**src/rtl/usb_rx_ep_defines.svh**
```systemverilog
/*
 * Register indexes, field positions, reset values and codes of the receive
 * endpoint control. Assumes APB byte addresses equal four times an index.
 */
`ifndef USB_RX_EP_DEFINES_SVH
`define USB_RX_EP_DEFINES_SVH

// ***********************************************************************
// Register indexes (byte address is four times the index)
// ***********************************************************************
`define IDX_FIFO_WARN_EVENTS 8'h10
`define IDX_FIFO_WARN_MASK   8'h11
`define IDX_RX_BYTE_EP2      8'h2D
`define IDX_RX_STATUS_EP2    8'h2E
`define IDX_RX_COMMAND_EP2   8'h2F
`define IDX_RX_BYTE_EP4      8'h35
`define IDX_RX_STATUS_EP4    8'h36
`define IDX_RX_COMMAND_EP4   8'h37
`define IDX_RX_BYTE_EP6      8'h3D
`define IDX_RX_STATUS_EP6    8'h3E
`define IDX_RX_COMMAND_EP6   8'h3F

// ***********************************************************************
// Command register fields
// ***********************************************************************
`define CMD_ARM_BIT          0
`define CMD_IGNORE_BIT       2
`define CMD_FLUSH_BIT        3
`define CMD_WARN_LO          5
`define CMD_WARN_HI          6
`define CMD_WRITE_MASK       8'h6D

// ***********************************************************************
// Status register fields
// ***********************************************************************
`define STS_LAST_BIT         4
`define STS_TOGGLE_BIT       5
`define STS_SETUP_BIT        6
`define STS_ERR_BIT          7
`define COUNT_SAT            7'h0F

// ***********************************************************************
// Warning thresholds, PID toggle bit, reset values
// ***********************************************************************
`define WARN_THR_1           7'h04
`define WARN_THR_2           7'h08
`define WARN_THR_3           7'h10
`define PID_TOGGLE_BIT       3
`define RESET_BYTE           8'h00

`endif

```
**src/rtl/usb_rx_ep_pkg.sv**
```systemverilog
/*
 * Types of the receive endpoint control.
 * Assumes the defines header is compiled alongside.
 */
package usb_rx_ep_pkg;

  typedef enum logic [2:0] {
    ST_IDLE = 3'b001,
    ST_RECV = 3'b010,
    ST_DROP = 3'b100
  } rx_state_t;

  typedef enum logic [1:0] {
    HS_NONE  = 2'b00,
    HS_ACK   = 2'b01,
    HS_NAK   = 2'b10,
    HS_STALL = 2'b11
  } hs_code_t;

endpackage : usb_rx_ep_pkg

```
**src/rtl/usb_rx_ep_ctrl.sv**
```systemverilog
/*
 * Receive side control of three OUT endpoint FIFOs (endpoints 2, 4, 6)
 * with an APB register slave, packet stripping and warning interrupt.
 * Assumes the media access side delivers decoded tokens and raw packet
 * bytes (PID first, CRC16 last) synchronous to mclk_i, one packet at a time.
 */
`timescale 1ns/1ps
`include "usb_rx_ep_defines.svh"

module usb_rx_ep_ctrl #(
  parameter int DEPTH_EP2 = 32,
  parameter int DEPTH_EP4 = 32,
  parameter int DEPTH_EP6 = 64
) (
  input  wire logic       mclk_i,
  input  wire logic       rst_b_i,
  input  wire logic       psel_i,
  input  wire logic       penable_i,
  input  wire logic       pwrite_i,
  input  wire logic [7:0] paddr_i,
  input  wire logic [31:0] pwdata_i,
  output logic [31:0]     prdata_o,
  output logic            pready_o,
  output logic            pslverr_o,
  input  wire logic       tok_valid_i,
  input  wire logic       tok_setup_i,
  input  wire logic [1:0] tok_ep_i,
  input  wire logic [2:0] ep_stall_i,
  input  wire logic       rx_byte_valid_i,
  input  wire logic [7:0] rx_byte_i,
  input  wire logic       rx_end_i,
  input  wire logic       rx_ok_i,
  output logic            hs_valid_o,
  output logic [1:0]      hs_code_o,
  output logic            irq_o
);

  // ***********************************************************************
  // Helpers
  // ***********************************************************************
  function automatic logic [6:0] depth_of(input logic [1:0] e);
    case (e)
      2'd0:    depth_of = 7'(DEPTH_EP2);
      2'd1:    depth_of = 7'(DEPTH_EP4);
      default: depth_of = 7'(DEPTH_EP6);
    endcase
  endfunction : depth_of

  function automatic logic [5:0] next_ptr(input logic [5:0] p, input logic [1:0] e);
    if (7'({1'b0, p}) + 7'h01 >= depth_of(e)) begin
      next_ptr = 6'h00;
    end else begin
      next_ptr = p + 6'h01;
    end
  endfunction : next_ptr

  function automatic logic [6:0] warn_thr(input logic [1:0] lvl);
    case (lvl)
      2'b01:   warn_thr = `WARN_THR_1;
      2'b10:   warn_thr = `WARN_THR_2;
      2'b11:   warn_thr = `WARN_THR_3;
      default: warn_thr = 7'h00;
    endcase
  endfunction : warn_thr

  function automatic logic hit(input logic [7:0] a, input logic [7:0] idx);
    hit = (a[1:0] == 2'b00) && (a[7:2] == idx[5:0]);
  endfunction : hit

  // ***********************************************************************
  // State
  // ***********************************************************************
  logic [7:0]           mem_q [3][64];
  logic [5:0]           wr_ptr_q [3];
  logic [5:0]           rd_ptr_q [3];
  logic [6:0]           count_q [3];
  logic [2:0]           arm_q;
  logic [2:0]           ignore_q;
  logic [2:0]           flush_pend_q;
  logic [1:0]           warn_lvl_q [3];
  logic [2:0]           setup_held_q;
  logic [2:0]           sts_err_q;
  logic [2:0]           sts_setup_q;
  logic [2:0]           sts_toggle_q;
  logic [2:0]           sts_last_q;
  logic [2:0]           warn_ev_q;
  logic [2:0]           warn_mask_q;
  usb_rx_ep_pkg::rx_state_t state_q;
  logic [1:0]           cur_ep_q;
  logic                 cur_setup_q;
  logic [1:0]           hs_pend_q;
  logic                 pid_seen_q;
  logic                 toggle_q;
  logic [7:0]           sh0_q;
  logic [7:0]           sh1_q;
  logic [1:0]           sh_cnt_q;
  logic                 ovf_q;
  logic                 pready_q;
  logic                 pslverr_q;
  logic [31:0]          prdata_q;
  logic                 hs_valid_q;
  logic [1:0]           hs_code_q;
  logic                 irq_q;
  logic [2:0]           pop_sel_q;
  logic [2:0]           clr_ev_q;
  logic [2:0]           clr_sts_q;

  // ***********************************************************************
  // APB decode
  // ***********************************************************************
  logic        setup_ph;
  logic        access_done;
  logic [7:0]  rd_val;
  logic        addr_ok;
  logic [2:0]  pop_sel;
  logic [2:0]  sts_rd;
  logic [2:0]  cmd_wr;
  logic [7:0]  ep_byte_idx [3];
  logic [7:0]  ep_sts_idx [3];
  logic [7:0]  ep_cmd_idx [3];

  assign ep_byte_idx = '{`IDX_RX_BYTE_EP2, `IDX_RX_BYTE_EP4, `IDX_RX_BYTE_EP6};
  assign ep_sts_idx  = '{`IDX_RX_STATUS_EP2, `IDX_RX_STATUS_EP4, `IDX_RX_STATUS_EP6};
  assign ep_cmd_idx  = '{`IDX_RX_COMMAND_EP2, `IDX_RX_COMMAND_EP4, `IDX_RX_COMMAND_EP6};
  assign setup_ph    = psel_i && !penable_i;
  assign access_done = psel_i && penable_i && pready_q;

  always_comb begin
    rd_val  = `RESET_BYTE;
    addr_ok = 1'b0;
    pop_sel = 3'b000;
    sts_rd  = 3'b000;
    cmd_wr  = 3'b000;
    if (hit(paddr_i, `IDX_FIFO_WARN_EVENTS)) begin
      addr_ok = 1'b1;
      rd_val  = {5'h00, warn_ev_q};
    end
    if (hit(paddr_i, `IDX_FIFO_WARN_MASK)) begin
      addr_ok = 1'b1;
      rd_val  = {5'h00, warn_mask_q};
    end
    for (int e = 0; e < 3; e++) begin
      if (hit(paddr_i, ep_byte_idx[e]) && !pwrite_i) begin
        addr_ok = 1'b1;
        if (count_q[e] != 7'h00) begin
          rd_val     = mem_q[e][rd_ptr_q[e]];
          pop_sel[e] = 1'b1;
        end
      end
      if (hit(paddr_i, ep_sts_idx[e]) && !pwrite_i) begin
        addr_ok   = 1'b1;
        sts_rd[e] = 1'b1;
        rd_val    = {sts_err_q[e], sts_setup_q[e], sts_toggle_q[e], sts_last_q[e],
                     (count_q[e] > `COUNT_SAT) ? 4'hF : count_q[e][3:0]};
      end
      if (hit(paddr_i, ep_cmd_idx[e])) begin
        addr_ok   = 1'b1;
        cmd_wr[e] = pwrite_i;
        rd_val    = {1'b0, warn_lvl_q[e], 1'b0, flush_pend_q[e], ignore_q[e], 1'b0, arm_q[e]};
      end
    end
  end

  // Answer one cycle after setup so every bus output comes from a flop
  always_ff @(posedge mclk_i or negedge rst_b_i) begin
    if (!rst_b_i) begin
      pready_q  <= 1'b0;
      pslverr_q <= 1'b0;
      prdata_q  <= 32'h0000_0000;
      pop_sel_q <= 3'b000;
      clr_ev_q  <= 3'b000;
      clr_sts_q <= 3'b000;
    end else if (setup_ph) begin
      pready_q  <= 1'b1;
      pslverr_q <= !addr_ok;
      prdata_q  <= pwrite_i ? 32'h0000_0000 : {24'h00_0000, rd_val};
      pop_sel_q <= pwrite_i ? 3'b000 : pop_sel;
      clr_ev_q  <= (!pwrite_i && hit(paddr_i, `IDX_FIFO_WARN_EVENTS)) ? warn_ev_q : 3'b000;
      clr_sts_q <= sts_rd;
    end else begin
      pready_q  <= 1'b0;
      pslverr_q <= 1'b0;
      pop_sel_q <= 3'b000;
      clr_ev_q  <= 3'b000;
      clr_sts_q <= 3'b000;
    end
  end

  // ***********************************************************************
  // Receive machine
  // ***********************************************************************
  logic [1:0] tok_ep;
  logic       push;
  logic [2:0] flush_now;
  logic       busy;

  assign tok_ep = (tok_ep_i == 2'd3) ? 2'd2 : tok_ep_i;
  assign busy   = (state_q != usb_rx_ep_pkg::ST_IDLE);
  assign push   = (state_q == usb_rx_ep_pkg::ST_RECV) && rx_byte_valid_i && pid_seen_q
                  && (sh_cnt_q == 2'd2) && !ovf_q && (count_q[cur_ep_q] < depth_of(cur_ep_q));

  always_comb begin
    for (int e = 0; e < 3; e++) begin
      flush_now[e] = flush_pend_q[e] && !(busy && (cur_ep_q == 2'(e)));
    end
  end

  always_ff @(posedge mclk_i or negedge rst_b_i) begin
    if (!rst_b_i) begin
      state_q     <= usb_rx_ep_pkg::ST_IDLE;
      cur_ep_q    <= 2'd0;
      cur_setup_q <= 1'b0;
      hs_pend_q   <= usb_rx_ep_pkg::HS_NONE;
      pid_seen_q  <= 1'b0;
      toggle_q    <= 1'b0;
      sh0_q       <= `RESET_BYTE;
      sh1_q       <= `RESET_BYTE;
      sh_cnt_q    <= 2'd0;
      ovf_q       <= 1'b0;
    end else begin
      case (state_q)
        usb_rx_ep_pkg::ST_IDLE: begin
          pid_seen_q <= 1'b0;
          sh_cnt_q   <= 2'd0;
          ovf_q      <= 1'b0;
          if (tok_valid_i) begin
            cur_ep_q    <= tok_ep;
            cur_setup_q <= tok_setup_i;
            state_q     <= usb_rx_ep_pkg::ST_DROP;
            // Stale STALL code must not disarm a later accepted packet
            hs_pend_q   <= usb_rx_ep_pkg::HS_NONE;
            if (tok_setup_i) begin
              if (ignore_q[tok_ep]) begin
                hs_pend_q <= usb_rx_ep_pkg::HS_NONE;
              end else if (setup_held_q[tok_ep]) begin
                hs_pend_q <= usb_rx_ep_pkg::HS_ACK;
              end else if (flush_pend_q[tok_ep] || count_q[tok_ep] != 7'h00) begin
                hs_pend_q <= usb_rx_ep_pkg::HS_NONE;
              end else begin
                state_q <= usb_rx_ep_pkg::ST_RECV;
              end
            end else if (ep_stall_i[tok_ep]) begin
              hs_pend_q <= usb_rx_ep_pkg::HS_STALL;
            end else if (arm_q[tok_ep] && !flush_pend_q[tok_ep]) begin
              state_q <= usb_rx_ep_pkg::ST_RECV;
            end else begin
              hs_pend_q <= usb_rx_ep_pkg::HS_NAK;
            end
          end
        end
        usb_rx_ep_pkg::ST_RECV: begin
          if (rx_byte_valid_i) begin
            if (!pid_seen_q) begin
              pid_seen_q <= 1'b1;
              toggle_q   <= rx_byte_i[`PID_TOGGLE_BIT];
            end else begin
              sh0_q    <= rx_byte_i;
              sh1_q    <= sh0_q;
              sh_cnt_q <= (sh_cnt_q == 2'd2) ? 2'd2 : sh_cnt_q + 2'd1;
              if (sh_cnt_q == 2'd2 && count_q[cur_ep_q] >= depth_of(cur_ep_q)) begin
                ovf_q <= 1'b1;
              end
            end
          end
          if (rx_end_i) begin
            state_q <= usb_rx_ep_pkg::ST_IDLE;
          end
        end
        usb_rx_ep_pkg::ST_DROP: begin
          if (rx_end_i) begin
            state_q <= usb_rx_ep_pkg::ST_IDLE;
          end
        end
        default: begin
          state_q <= usb_rx_ep_pkg::ST_IDLE;
        end
      endcase
    end
  end

  // Handshake goes out only after an intact packet
  always_ff @(posedge mclk_i or negedge rst_b_i) begin
    if (!rst_b_i) begin
      hs_valid_q <= 1'b0;
      hs_code_q  <= usb_rx_ep_pkg::HS_NONE;
    end else begin
      hs_valid_q <= 1'b0;
      if (rx_end_i && rx_ok_i && state_q == usb_rx_ep_pkg::ST_RECV && !ovf_q) begin
        hs_valid_q <= 1'b1;
        hs_code_q  <= usb_rx_ep_pkg::HS_ACK;
      end else if (rx_end_i && rx_ok_i && state_q == usb_rx_ep_pkg::ST_DROP
                   && hs_pend_q != usb_rx_ep_pkg::HS_NONE) begin
        hs_valid_q <= 1'b1;
        hs_code_q  <= hs_pend_q;
      end
    end
  end

  // ***********************************************************************
  // Per endpoint FIFO, command and status
  // ***********************************************************************
  always_ff @(posedge mclk_i) begin
    if (push) begin
      mem_q[cur_ep_q][wr_ptr_q[cur_ep_q]] <= sh1_q;
    end
  end

  for (genvar g = 0; g < 3; g++) begin : g_ep
    logic mine;
    logic push_g;
    logic end_g;
    logic good_g;
    logic [6:0] cnt_next;

    assign mine     = (cur_ep_q == 2'(g));
    assign push_g   = push && mine;
    assign end_g    = rx_end_i && mine && busy;
    assign good_g   = end_g && rx_ok_i && !ovf_q && state_q == usb_rx_ep_pkg::ST_RECV;
    assign cnt_next = count_q[g] + 7'(push_g) - 7'(pop_sel_q[g] && access_done);

    always_ff @(posedge mclk_i or negedge rst_b_i) begin
      if (!rst_b_i) begin
        wr_ptr_q[g] <= 6'h00;
        rd_ptr_q[g] <= 6'h00;
        count_q[g]  <= 7'h00;
      end else if (flush_now[g]) begin
        wr_ptr_q[g] <= 6'h00;
        rd_ptr_q[g] <= 6'h00;
        count_q[g]  <= 7'h00;
      end else begin
        if (push_g) begin
          wr_ptr_q[g] <= next_ptr(wr_ptr_q[g], 2'(g));
        end
        if (pop_sel_q[g] && access_done) begin
          rd_ptr_q[g] <= next_ptr(rd_ptr_q[g], 2'(g));
        end
        count_q[g] <= cnt_next;
      end
    end

    always_ff @(posedge mclk_i or negedge rst_b_i) begin
      if (!rst_b_i) begin
        arm_q[g]        <= 1'b0;
        ignore_q[g]     <= 1'b0;
        flush_pend_q[g] <= 1'b0;
        warn_lvl_q[g]   <= 2'b00;
      end else begin
        if ((end_g && !cur_setup_q && state_q == usb_rx_ep_pkg::ST_RECV)
            || (end_g && hs_pend_q == usb_rx_ep_pkg::HS_STALL)) begin
          arm_q[g] <= 1'b0;
        end
        if (flush_now[g]) begin
          flush_pend_q[g] <= 1'b0;
        end
        if (access_done && cmd_wr[g]) begin
          arm_q[g]      <= pwdata_i[`CMD_ARM_BIT];
          ignore_q[g]   <= pwdata_i[`CMD_IGNORE_BIT];
          warn_lvl_q[g] <= pwdata_i[`CMD_WARN_HI:`CMD_WARN_LO];
          if (pwdata_i[`CMD_FLUSH_BIT]) begin
            flush_pend_q[g] <= 1'b1;
          end
        end
      end
    end

    always_ff @(posedge mclk_i or negedge rst_b_i) begin
      if (!rst_b_i) begin
        setup_held_q[g] <= 1'b0;
        sts_err_q[g]    <= 1'b0;
        sts_setup_q[g]  <= 1'b0;
        sts_toggle_q[g] <= 1'b0;
        sts_last_q[g]   <= 1'b0;
        warn_ev_q[g]    <= 1'b0;
      end else begin
        if (clr_sts_q[g] && access_done) begin
          sts_err_q[g]    <= 1'b0;
          sts_setup_q[g]  <= 1'b0;
          sts_toggle_q[g] <= 1'b0;
          sts_last_q[g]   <= 1'b0;
        end
        if (clr_ev_q[g] && access_done) begin
          warn_ev_q[g] <= 1'b0;
        end
        // Any other token breaks a run of SETUPs
        if ((tok_valid_i && !tok_setup_i && state_q == usb_rx_ep_pkg::ST_IDLE) || flush_now[g]) begin
          setup_held_q[g] <= 1'b0;
        end
        if (good_g) begin
          sts_last_q[g]   <= 1'b1;
          sts_toggle_q[g] <= toggle_q;
          if (cur_setup_q) begin
            sts_setup_q[g]  <= 1'b1;
            setup_held_q[g] <= 1'b1;
          end
        end
        if (end_g && state_q == usb_rx_ep_pkg::ST_RECV && (!rx_ok_i || ovf_q)) begin
          sts_err_q[g] <= 1'b1;
        end
        if (push_g && warn_thr(warn_lvl_q[g]) != 7'h00 && cnt_next >= warn_thr(warn_lvl_q[g])) begin
          warn_ev_q[g] <= 1'b1;
        end
      end
    end
  end

  // ***********************************************************************
  // Mask and interrupt
  // ***********************************************************************
  always_ff @(posedge mclk_i or negedge rst_b_i) begin
    if (!rst_b_i) begin
      warn_mask_q <= 3'b000;
      irq_q       <= 1'b0;
    end else begin
      if (access_done && pwrite_i && hit(paddr_i, `IDX_FIFO_WARN_MASK)) begin
        warn_mask_q <= pwdata_i[2:0];
      end
      irq_q <= |(warn_ev_q & warn_mask_q);
    end
  end

  assign prdata_o   = prdata_q;
  assign pready_o   = pready_q;
  assign pslverr_o  = pslverr_q;
  assign hs_valid_o = hs_valid_q;
  assign hs_code_o  = hs_code_q;
  assign irq_o      = irq_q;

endmodule : usb_rx_ep_ctrl

```
**config.mk**
```make
export PLATFORM = sky130hd
export DESIGN_NAME = usb_rx_ep_ctrl
export DESIGN_NICKNAME = d
export VERILOG_FILES = /design/src/rtl/usb_rx_ep_pkg.sv /design/src/rtl/usb_rx_ep_ctrl.sv
export VERILOG_INCLUDE_DIRS = /design/src /design/src/rtl
export SDC_FILE = /design/constraint.sdc
export NUM_CORES = 2
export LEC_CHECK = 0
export BUFFER_PORTS_ARGS = -buffer_cell sky130_fd_sc_hd__buf_2
export CAP_MARGIN = 40
export CORE_ASPECT_RATIO = 1.4
export CORE_MARGIN = 2
export CORE_UTILIZATION = 40
export DETAILED_ROUTE_END_ITERATION = 7
export HOLD_SLACK_MARGIN = 0.06
export PLACE_DENSITY = 0.63
export RECOVER_POWER = 50
export SLEW_MARGIN = 20
export SYNTH_ARGS = -nofsm -noshare
export SYNTH_HDL_FRONTEND = slang
export SYNTH_SLANG_ARGS = --single-unit
```
**constraint.sdc**
```tcl
create_clock -name mclk_i -period 10.6 [get_ports mclk_i]
set_clock_uncertainty 0.1 [all_clocks]
set_input_delay 1.06 -clock mclk_i [delete_from_list [all_inputs] [get_ports mclk_i]]
set_output_delay 1.06 -clock mclk_i [all_outputs]
set_load 0.03 [all_outputs]
```
Word-level counts from Yosys, hierarchy flattened
Memories as Yosys holds them, arrays and structs flattened.
Index checks and enable logic that the tools add are counted.
{"block": "totals", "mem_bits_rw": 1536, "reg_bits": 169, "output_inout_bits": 38, "n_memories": 1, "word_cells": 497}
{"block": "classes", "n_reduce_logical": 154, "eq_ne": 34, "n_lt_le_gt_ge": 22, "n_addsub": 19, "bitwise_logic": 8, "n_mux": 200}
{"memory": "mem_q", "depth": 3, "width": 512, "read_ports": 3, "rd_clocked_by_memory_dff": 0, "write_ports": 1, "line_no": "usb_rx_ep_ctrl.sv:73", "source": "logic [7:0] mem_q [3][64];"}
{"operator": "two-way mux 512 bit", "count": 1}
{"operator": "two-way mux 7 bit", "count": 23}
{"operator": "two-way mux 8 bit", "count": 20}
{"operator": "binary-select mux 8 bit (select 6 bit)", "count": 3}
{"operator": "two-way mux 6 bit", "count": 20}
{"operator": "logical AND 1 bit", "count": 95}
{"operator": "two-way mux 1 bit", "count": 90}
{"operator": "greater-or-equal comparator 7 bit", "count": 10}
{"operator": "== test 6 bit (second input constant)", "count": 9}
{"operator": "nonzero test 7 bit", "count": 7}
{"operator": "demux 8 bit (select 6 bit)", "count": 1}
{"operator": "two-way mux 3 bit", "count": 15}
{"operator": "case mux 5 bit (3 select lines)", "count": 3}
{"operator": "adder 6 x 1 -> 7 bit (second input constant)", "count": 6}
{"operator": "nonzero test 2 bit", "count": 21}
{"operator": "adder 6 x 1 -> 6 bit (second input constant)", "count": 6}
{"operator": "binary-select mux 7 bit (select 2 bit)", "count": 2}
{"operator": "greater-or-equal comparator 7 bit (second input constant)", "count": 4}
{"operator": "inverter 6 -> 7 bit", "count": 4}
{"operator": "adder 7 x 1 -> 7 bit", "count": 3}
{"operator": "greater-than comparator 7 x 4 -> 1 bit (second input constant)", "count": 3}
{"operator": "subtractor 7 x 1 -> 7 bit", "count": 3}
{"operator": "== test 2 bit (second input constant)", "count": 10}
{"operator": "two-way mux 2 bit", "count": 9}
{"operator": "other kinds (30)", "count": 69}

Logic depth before layout (Yosys ltp)
{"block": "depth", "depth_word": 17, "mapped_depth": 24, "depth_no_buf": 22}

Worst setup path after synthesis
Ideal clock, no wire load.
{"block": "synth_timing", "kind": "reg2reg", "from": "register cur_ep_q[0]", "to": "register warn_ev_q[2]", "slack_ps": 5234, "stages_incl_launch_ff": 25, "required_ps": 10374, "setup_ps": 126, "t_arrival_ps": 5140, "cell_sequence": "dfrtp_1 -> clkbuf_1 -> buf_1 -> nand2b_1 -> clkbuf_1 -> buf_1 -> o22ai_1 -> ha_1 -> a211oi_1 -> nand3_1 -> nor2_1 -> inv_1 -> ha_1 -> inv_1 -> ha_1 -> inv_1 -> fa_1 -> nand2b_1 -> a21oi_1 -> nor2_1 -> xnor2_1 -> ha_1 -> a21oi_1 -> and4_1 -> o21ai_0"}
{"block": "synth_between", "elab_chain_len": 12}
{"element": "start: declaration", "line_no": "usb_rx_ep_ctrl.sv:89", "source": "logic [1:0] cur_ep_q;"}
{"element": "start signal: assignment", "line_no": "usb_rx_ep_ctrl.sv:227", "source": "cur_ep_q <= tok_ep;"}
{"element": "inverter 2 -> 3 bit (not written as such)", "line_no": "usb_rx_ep_ctrl.sv:200", "source": "&& (sh_cnt_q == 2'd2) && !ovf_q && (count_q[cur_ep_q] < depth_of(cur_ep_q));"}
{"element": "binary-select mux 7 bit (select 2 bit)", "line_no": "usb_rx_ep_ctrl.sv:200"}
{"element": "two-way mux 7 bit (not written as such) (2 in a row)", "line_no": "usb_rx_ep_ctrl.sv:200"}
{"element": "< comparator 7 bit", "line_no": "usb_rx_ep_ctrl.sv:200"}
{"element": "logical AND 1 bit", "line_no": "usb_rx_ep_ctrl.sv:200"}
{"element": "logical AND 1 bit (*)", "line_no": "usb_rx_ep_ctrl.sv:316", "source": "assign push_g = push && mine;"}
{"element": "adder 7 x 1 -> 7 bit", "line_no": "usb_rx_ep_ctrl.sv:319", "source": "assign cnt_next = count_q[g] + 7'(push_g) - 7'(pop_sel_q[g] && access_done);"}
{"element": "subtractor 7 x 1 -> 7 bit", "line_no": "usb_rx_ep_ctrl.sv:319"}
{"element": "greater-or-equal comparator 7 bit", "line_no": "usb_rx_ep_ctrl.sv:399", "source": "if (push_g && warn_thr(warn_lvl_q[g]) != 7'h00 && cnt_next >= warn_thr(warn_lvl_q[g])) begin"}
{"element": "logical AND 1 bit (*)", "line_no": "usb_rx_ep_ctrl.sv:399"}
{"element": "two-way mux 1 bit / nonzero test 2 bit (equally long branches)"}
{"element": "end signal: indexed assignment", "line_no": "usb_rx_ep_ctrl.sv:373", "source": "warn_ev_q[g] <= 1'b0;"}
{"element": "end signal: indexed assignment", "line_no": "usb_rx_ep_ctrl.sv:382", "source": "warn_ev_q[g] <= 1'b0;"}
{"element": "end signal: indexed assignment", "line_no": "usb_rx_ep_ctrl.sv:400", "source": "warn_ev_q[g] <= 1'b1;"}
{"element": "end: declaration", "line_no": "usb_rx_ep_ctrl.sv:86", "source": "logic [2:0] warn_ev_q;"}
Every way passes the cells marked *; elsewhere a longest branch is shown, timed or not. The select of a mux whose other input is x is not followed.
A chain may end at the register's enable or synchronous reset.

Worst setup path in the final report
{"block": "layout_timing", "from": "register sh1_q[2]", "to": "memory mem_q[2][474] (netlist bit) (data pin)"}
{"element": "start: declaration", "line_no": "usb_rx_ep_ctrl.sv:95", "source": "logic [7:0] sh1_q;"}
{"element": "start signal: assignment", "line_no": "usb_rx_ep_ctrl.sv:217", "source": "sh1_q <= `RESET_BYTE;"}
{"element": "start signal: assignment", "line_no": "usb_rx_ep_ctrl.sv:258", "source": "sh1_q <= sh0_q;"}
{"element": "end: declaration", "line_no": "usb_rx_ep_ctrl.sv:73"}
Straight into the memory's write port.

==> metrics.txt <==
Yosys reg bits between 1500 and 2000; # port buffers 50; Root Buffer clkbuf_16; first-pass GRT wire length 257 mm; initial antenna violation count 3; CP Capture Type register; DRT Pass-1 Iters 6; critical path required time 10.65 ns; layout filler cell count 14300; Core ar. about 170000 um2; DIE AREA 175000 um2; M3 GR Usage 3.02%; Congestion Overflow GR 0; Final Util between 40% and 50%; DP HPWL around 110 mm; outcome finished, violations left; residual DRC count 0; maximum vdd ir drop between 0.1 and 0.15 mV; Power Total approximately 13000 uW; sequential fraction of the synthesis area between 70% and 80%; main flop type after synthesis edfxtp_1; design area 77400 um2; cts bufs inserted about 150; FP Rows about 180; main combinational cell family by area after synthesis multiplexers; asr flop ratio synth between 8 and 9%; LEAKAGE 0.0209 uW; Placed Area between 70000 and 80000 um2; Post-Syn Area roughly 68000 um2; CP arrival 7.90 ns; H-Tree Depth 4; multi-input logic area around 18000 um2; final setup TNS 0 ns; P&R area growth vs syn 13.0%; Distinct cells, synth between 90 and 100; Routed WL roughly 180 mm; post-CTS setup buffer count 0; worst hold margin 0.374 ns; Adder-Cell Fraction of Synth Area 1.09%; chip width about 350 um; Final Hold Viols 0; starting density of the core about two fifths; Worst slew margin -141%; met1 Use GR between 20% and 30%; grt peak-use layer met2; Worst-Margin Slew around 3.6 ns; PD cells between 150 and 200 nW/um2; syn_area_per_cell 18.4 um2; violated checks max-capacitance violations, max-slew violations; Synth Area in Compound Gates under 10%; register area 49800 um2; minimum clock period slightly below 8 ns; Worst Hold Class register to register; DR vias/cell 5.74; Critical Path Source Type register; # IOs roughly 100; Post-CTS Resized 0; gpl congestion about 0.88; critical path type register to register; WL/cell 27.6 um; Gate Count Post-Synth around 3700; mux share of post-synthesis cell area between 10% and 20%; critical path fanouts, max 61; TritonCTS Sinks between 1500 and 2000; Simple-Gate Fraction of Synth Area about 5.3%; fraction of layout cells with a size suffix above 1 between 20% and 30%; grt met2 use around 36%; # setup viols final 0; Yosys warning total 0; worst skew pair latency 0.78 ns; vias 36500; xor/xnor share of the synthesized area less than 1%; most frequent cells in the layout 1536 x edfxtp_1, 384 x mux4_2, 218 x buf_4; final worst-path cycle share 74.1%; die height about 490 um; RSZ-0062 raised after global routing no; post-layout net count about 4000; Final Max Slew Viols 1317; CTS tree yes; CTS clk-pin slew, worst paths ~0.060 ns; fmax roughly 130 MHz; Post-synth EDFFs approximately 1500; CTS Buffer Depth 3; total of max-cap violations 26; post-route ant nets 0; DR iter-0 viols around 3600; vias in the first global route around 37000; largest net degree at the start of global routing between 90 and 100; commonest non-fill, non-tap cell in the layout edfxtp_1; overall routing resource usage between 20% and 30%; Hold Buf Count CTS 1
cell type report:
cell class / instances / share of cell area, %
inverters: 59 / 0.286
well taps: 2262 / 3.66
multi-input cells: 1764 / 22.7
clock buffers: 192 / 5.12
diodes: 1 / 0.00323
clock inverters: 82 / 1.00
flip-flops and latches: 1681 / 64.3
repair buffers: 322 / 2.97
routing by layer:
layer  up-vias  wire (um)
li1      15600          -
met1     19300      64800
met2      1355      92200
met3       300      10800
met4         0       7630
met5         -          0
worst paths after layout:
check,start,end,slack [ns],cells past startpoint
max,sh1_q[2]$_DFFE_PN0P_,mem_q[2][474]$_DFFE_PP_,2.75,3
min,sh0_q[5]$_DFFE_PN0P_,sh1_q[5]$_DFFE_PN0P_,0.37,2
max reg2reg,sh1_q[2]$_DFFE_PN0P_,mem_q[2][474]$_DFFE_PP_,2.75,3
min reg2reg,sh0_q[5]$_DFFE_PN0P_,sh1_q[5]$_DFFE_PN0P_,0.37,2
max in group asynchronous,rst_b_i,rd_ptr_q[1]$_DFFE_PN0P_,4.65,4
min in group asynchronous,rst_b_i,hs_valid_o$_DFF_PN0_,1.25,2
critical path: stages (launching register included):
cell and delay, ns:
dfrtp_1 1.24, clkbuf_1 2.23, clkbuf_1 1.37, clkbuf_1 2.13
synth_stat cells (all sizes together) (5+ instances only):
cell type	n	area, um2
nand2b	20	125
mux4	395	8940
o211ai	13	97.6
o221ai	16	140
edfxtp	1536	46100
a2111oi	8	88.8
dfrtp	144	3600
buf	108	713
clkbuf	129	485
a311oi	5	43.8
a32oi	5	43.8
nor2	114	428
nor2b	32	200
a22oi	53	398
ha	55	688
a31oi	21	138
xnor2	9	78.8
o21ai	97	485
mux2	24	270
nor3	205	1030
nand4	19	119
a22o	11	96.3
and3	12	80.1
a21o	17	128
nand3	57	285
a21oi	80	400
inv	58	218
a211oi	11	82.6
xor2	8	70.1
nor4	7	58.8
nand2	224	841
a221oi	5	43.8
mux2i	82	821
o22ai	11	68.8
o31ai	12	90.1
or3	7	43.8
a41oi	6	52.6
and2	23	144
cell families (layout without fill, tap and decap cells):
logic type               count (synthesis)  after routing
flip-flops                            1681           1681
AND/OR/NAND/NOR                        751            751
multiplexers                           501            501
AO/OA/AOI/OAI                          413            413
buffers and inverters                  296            655
adder cells (fa/ha/maj)                 58             58
XOR/XNOR                                17             17
other                                    1             25
through the flow:
step	worst slack (ns)	instances
floorplan	5.23	3741
global placement	5.13	6052
detailed placement	5.08	6081
CTS	5.07	6356
global route	2.30	6363
finish	2.75	6363
flip-flops by register name, summed over array words and instances (netlist names), 6 cells and up:
register and count:
mem_q 1536, count_q 21, rd_ptr_q 18, wr_ptr_q 18
prdata_o 8, sh0_q 8, sh1_q 8, warn_lvl_q 6
power breakdown:
group / total [uW] / switching [uW] / internal [uW]
sequential: 7250 / 70.8 / 7170
combinational: 721 / 476 / 244
clock: 5350 / 2400 / 2950
Power figures use the tool's default switching activity.
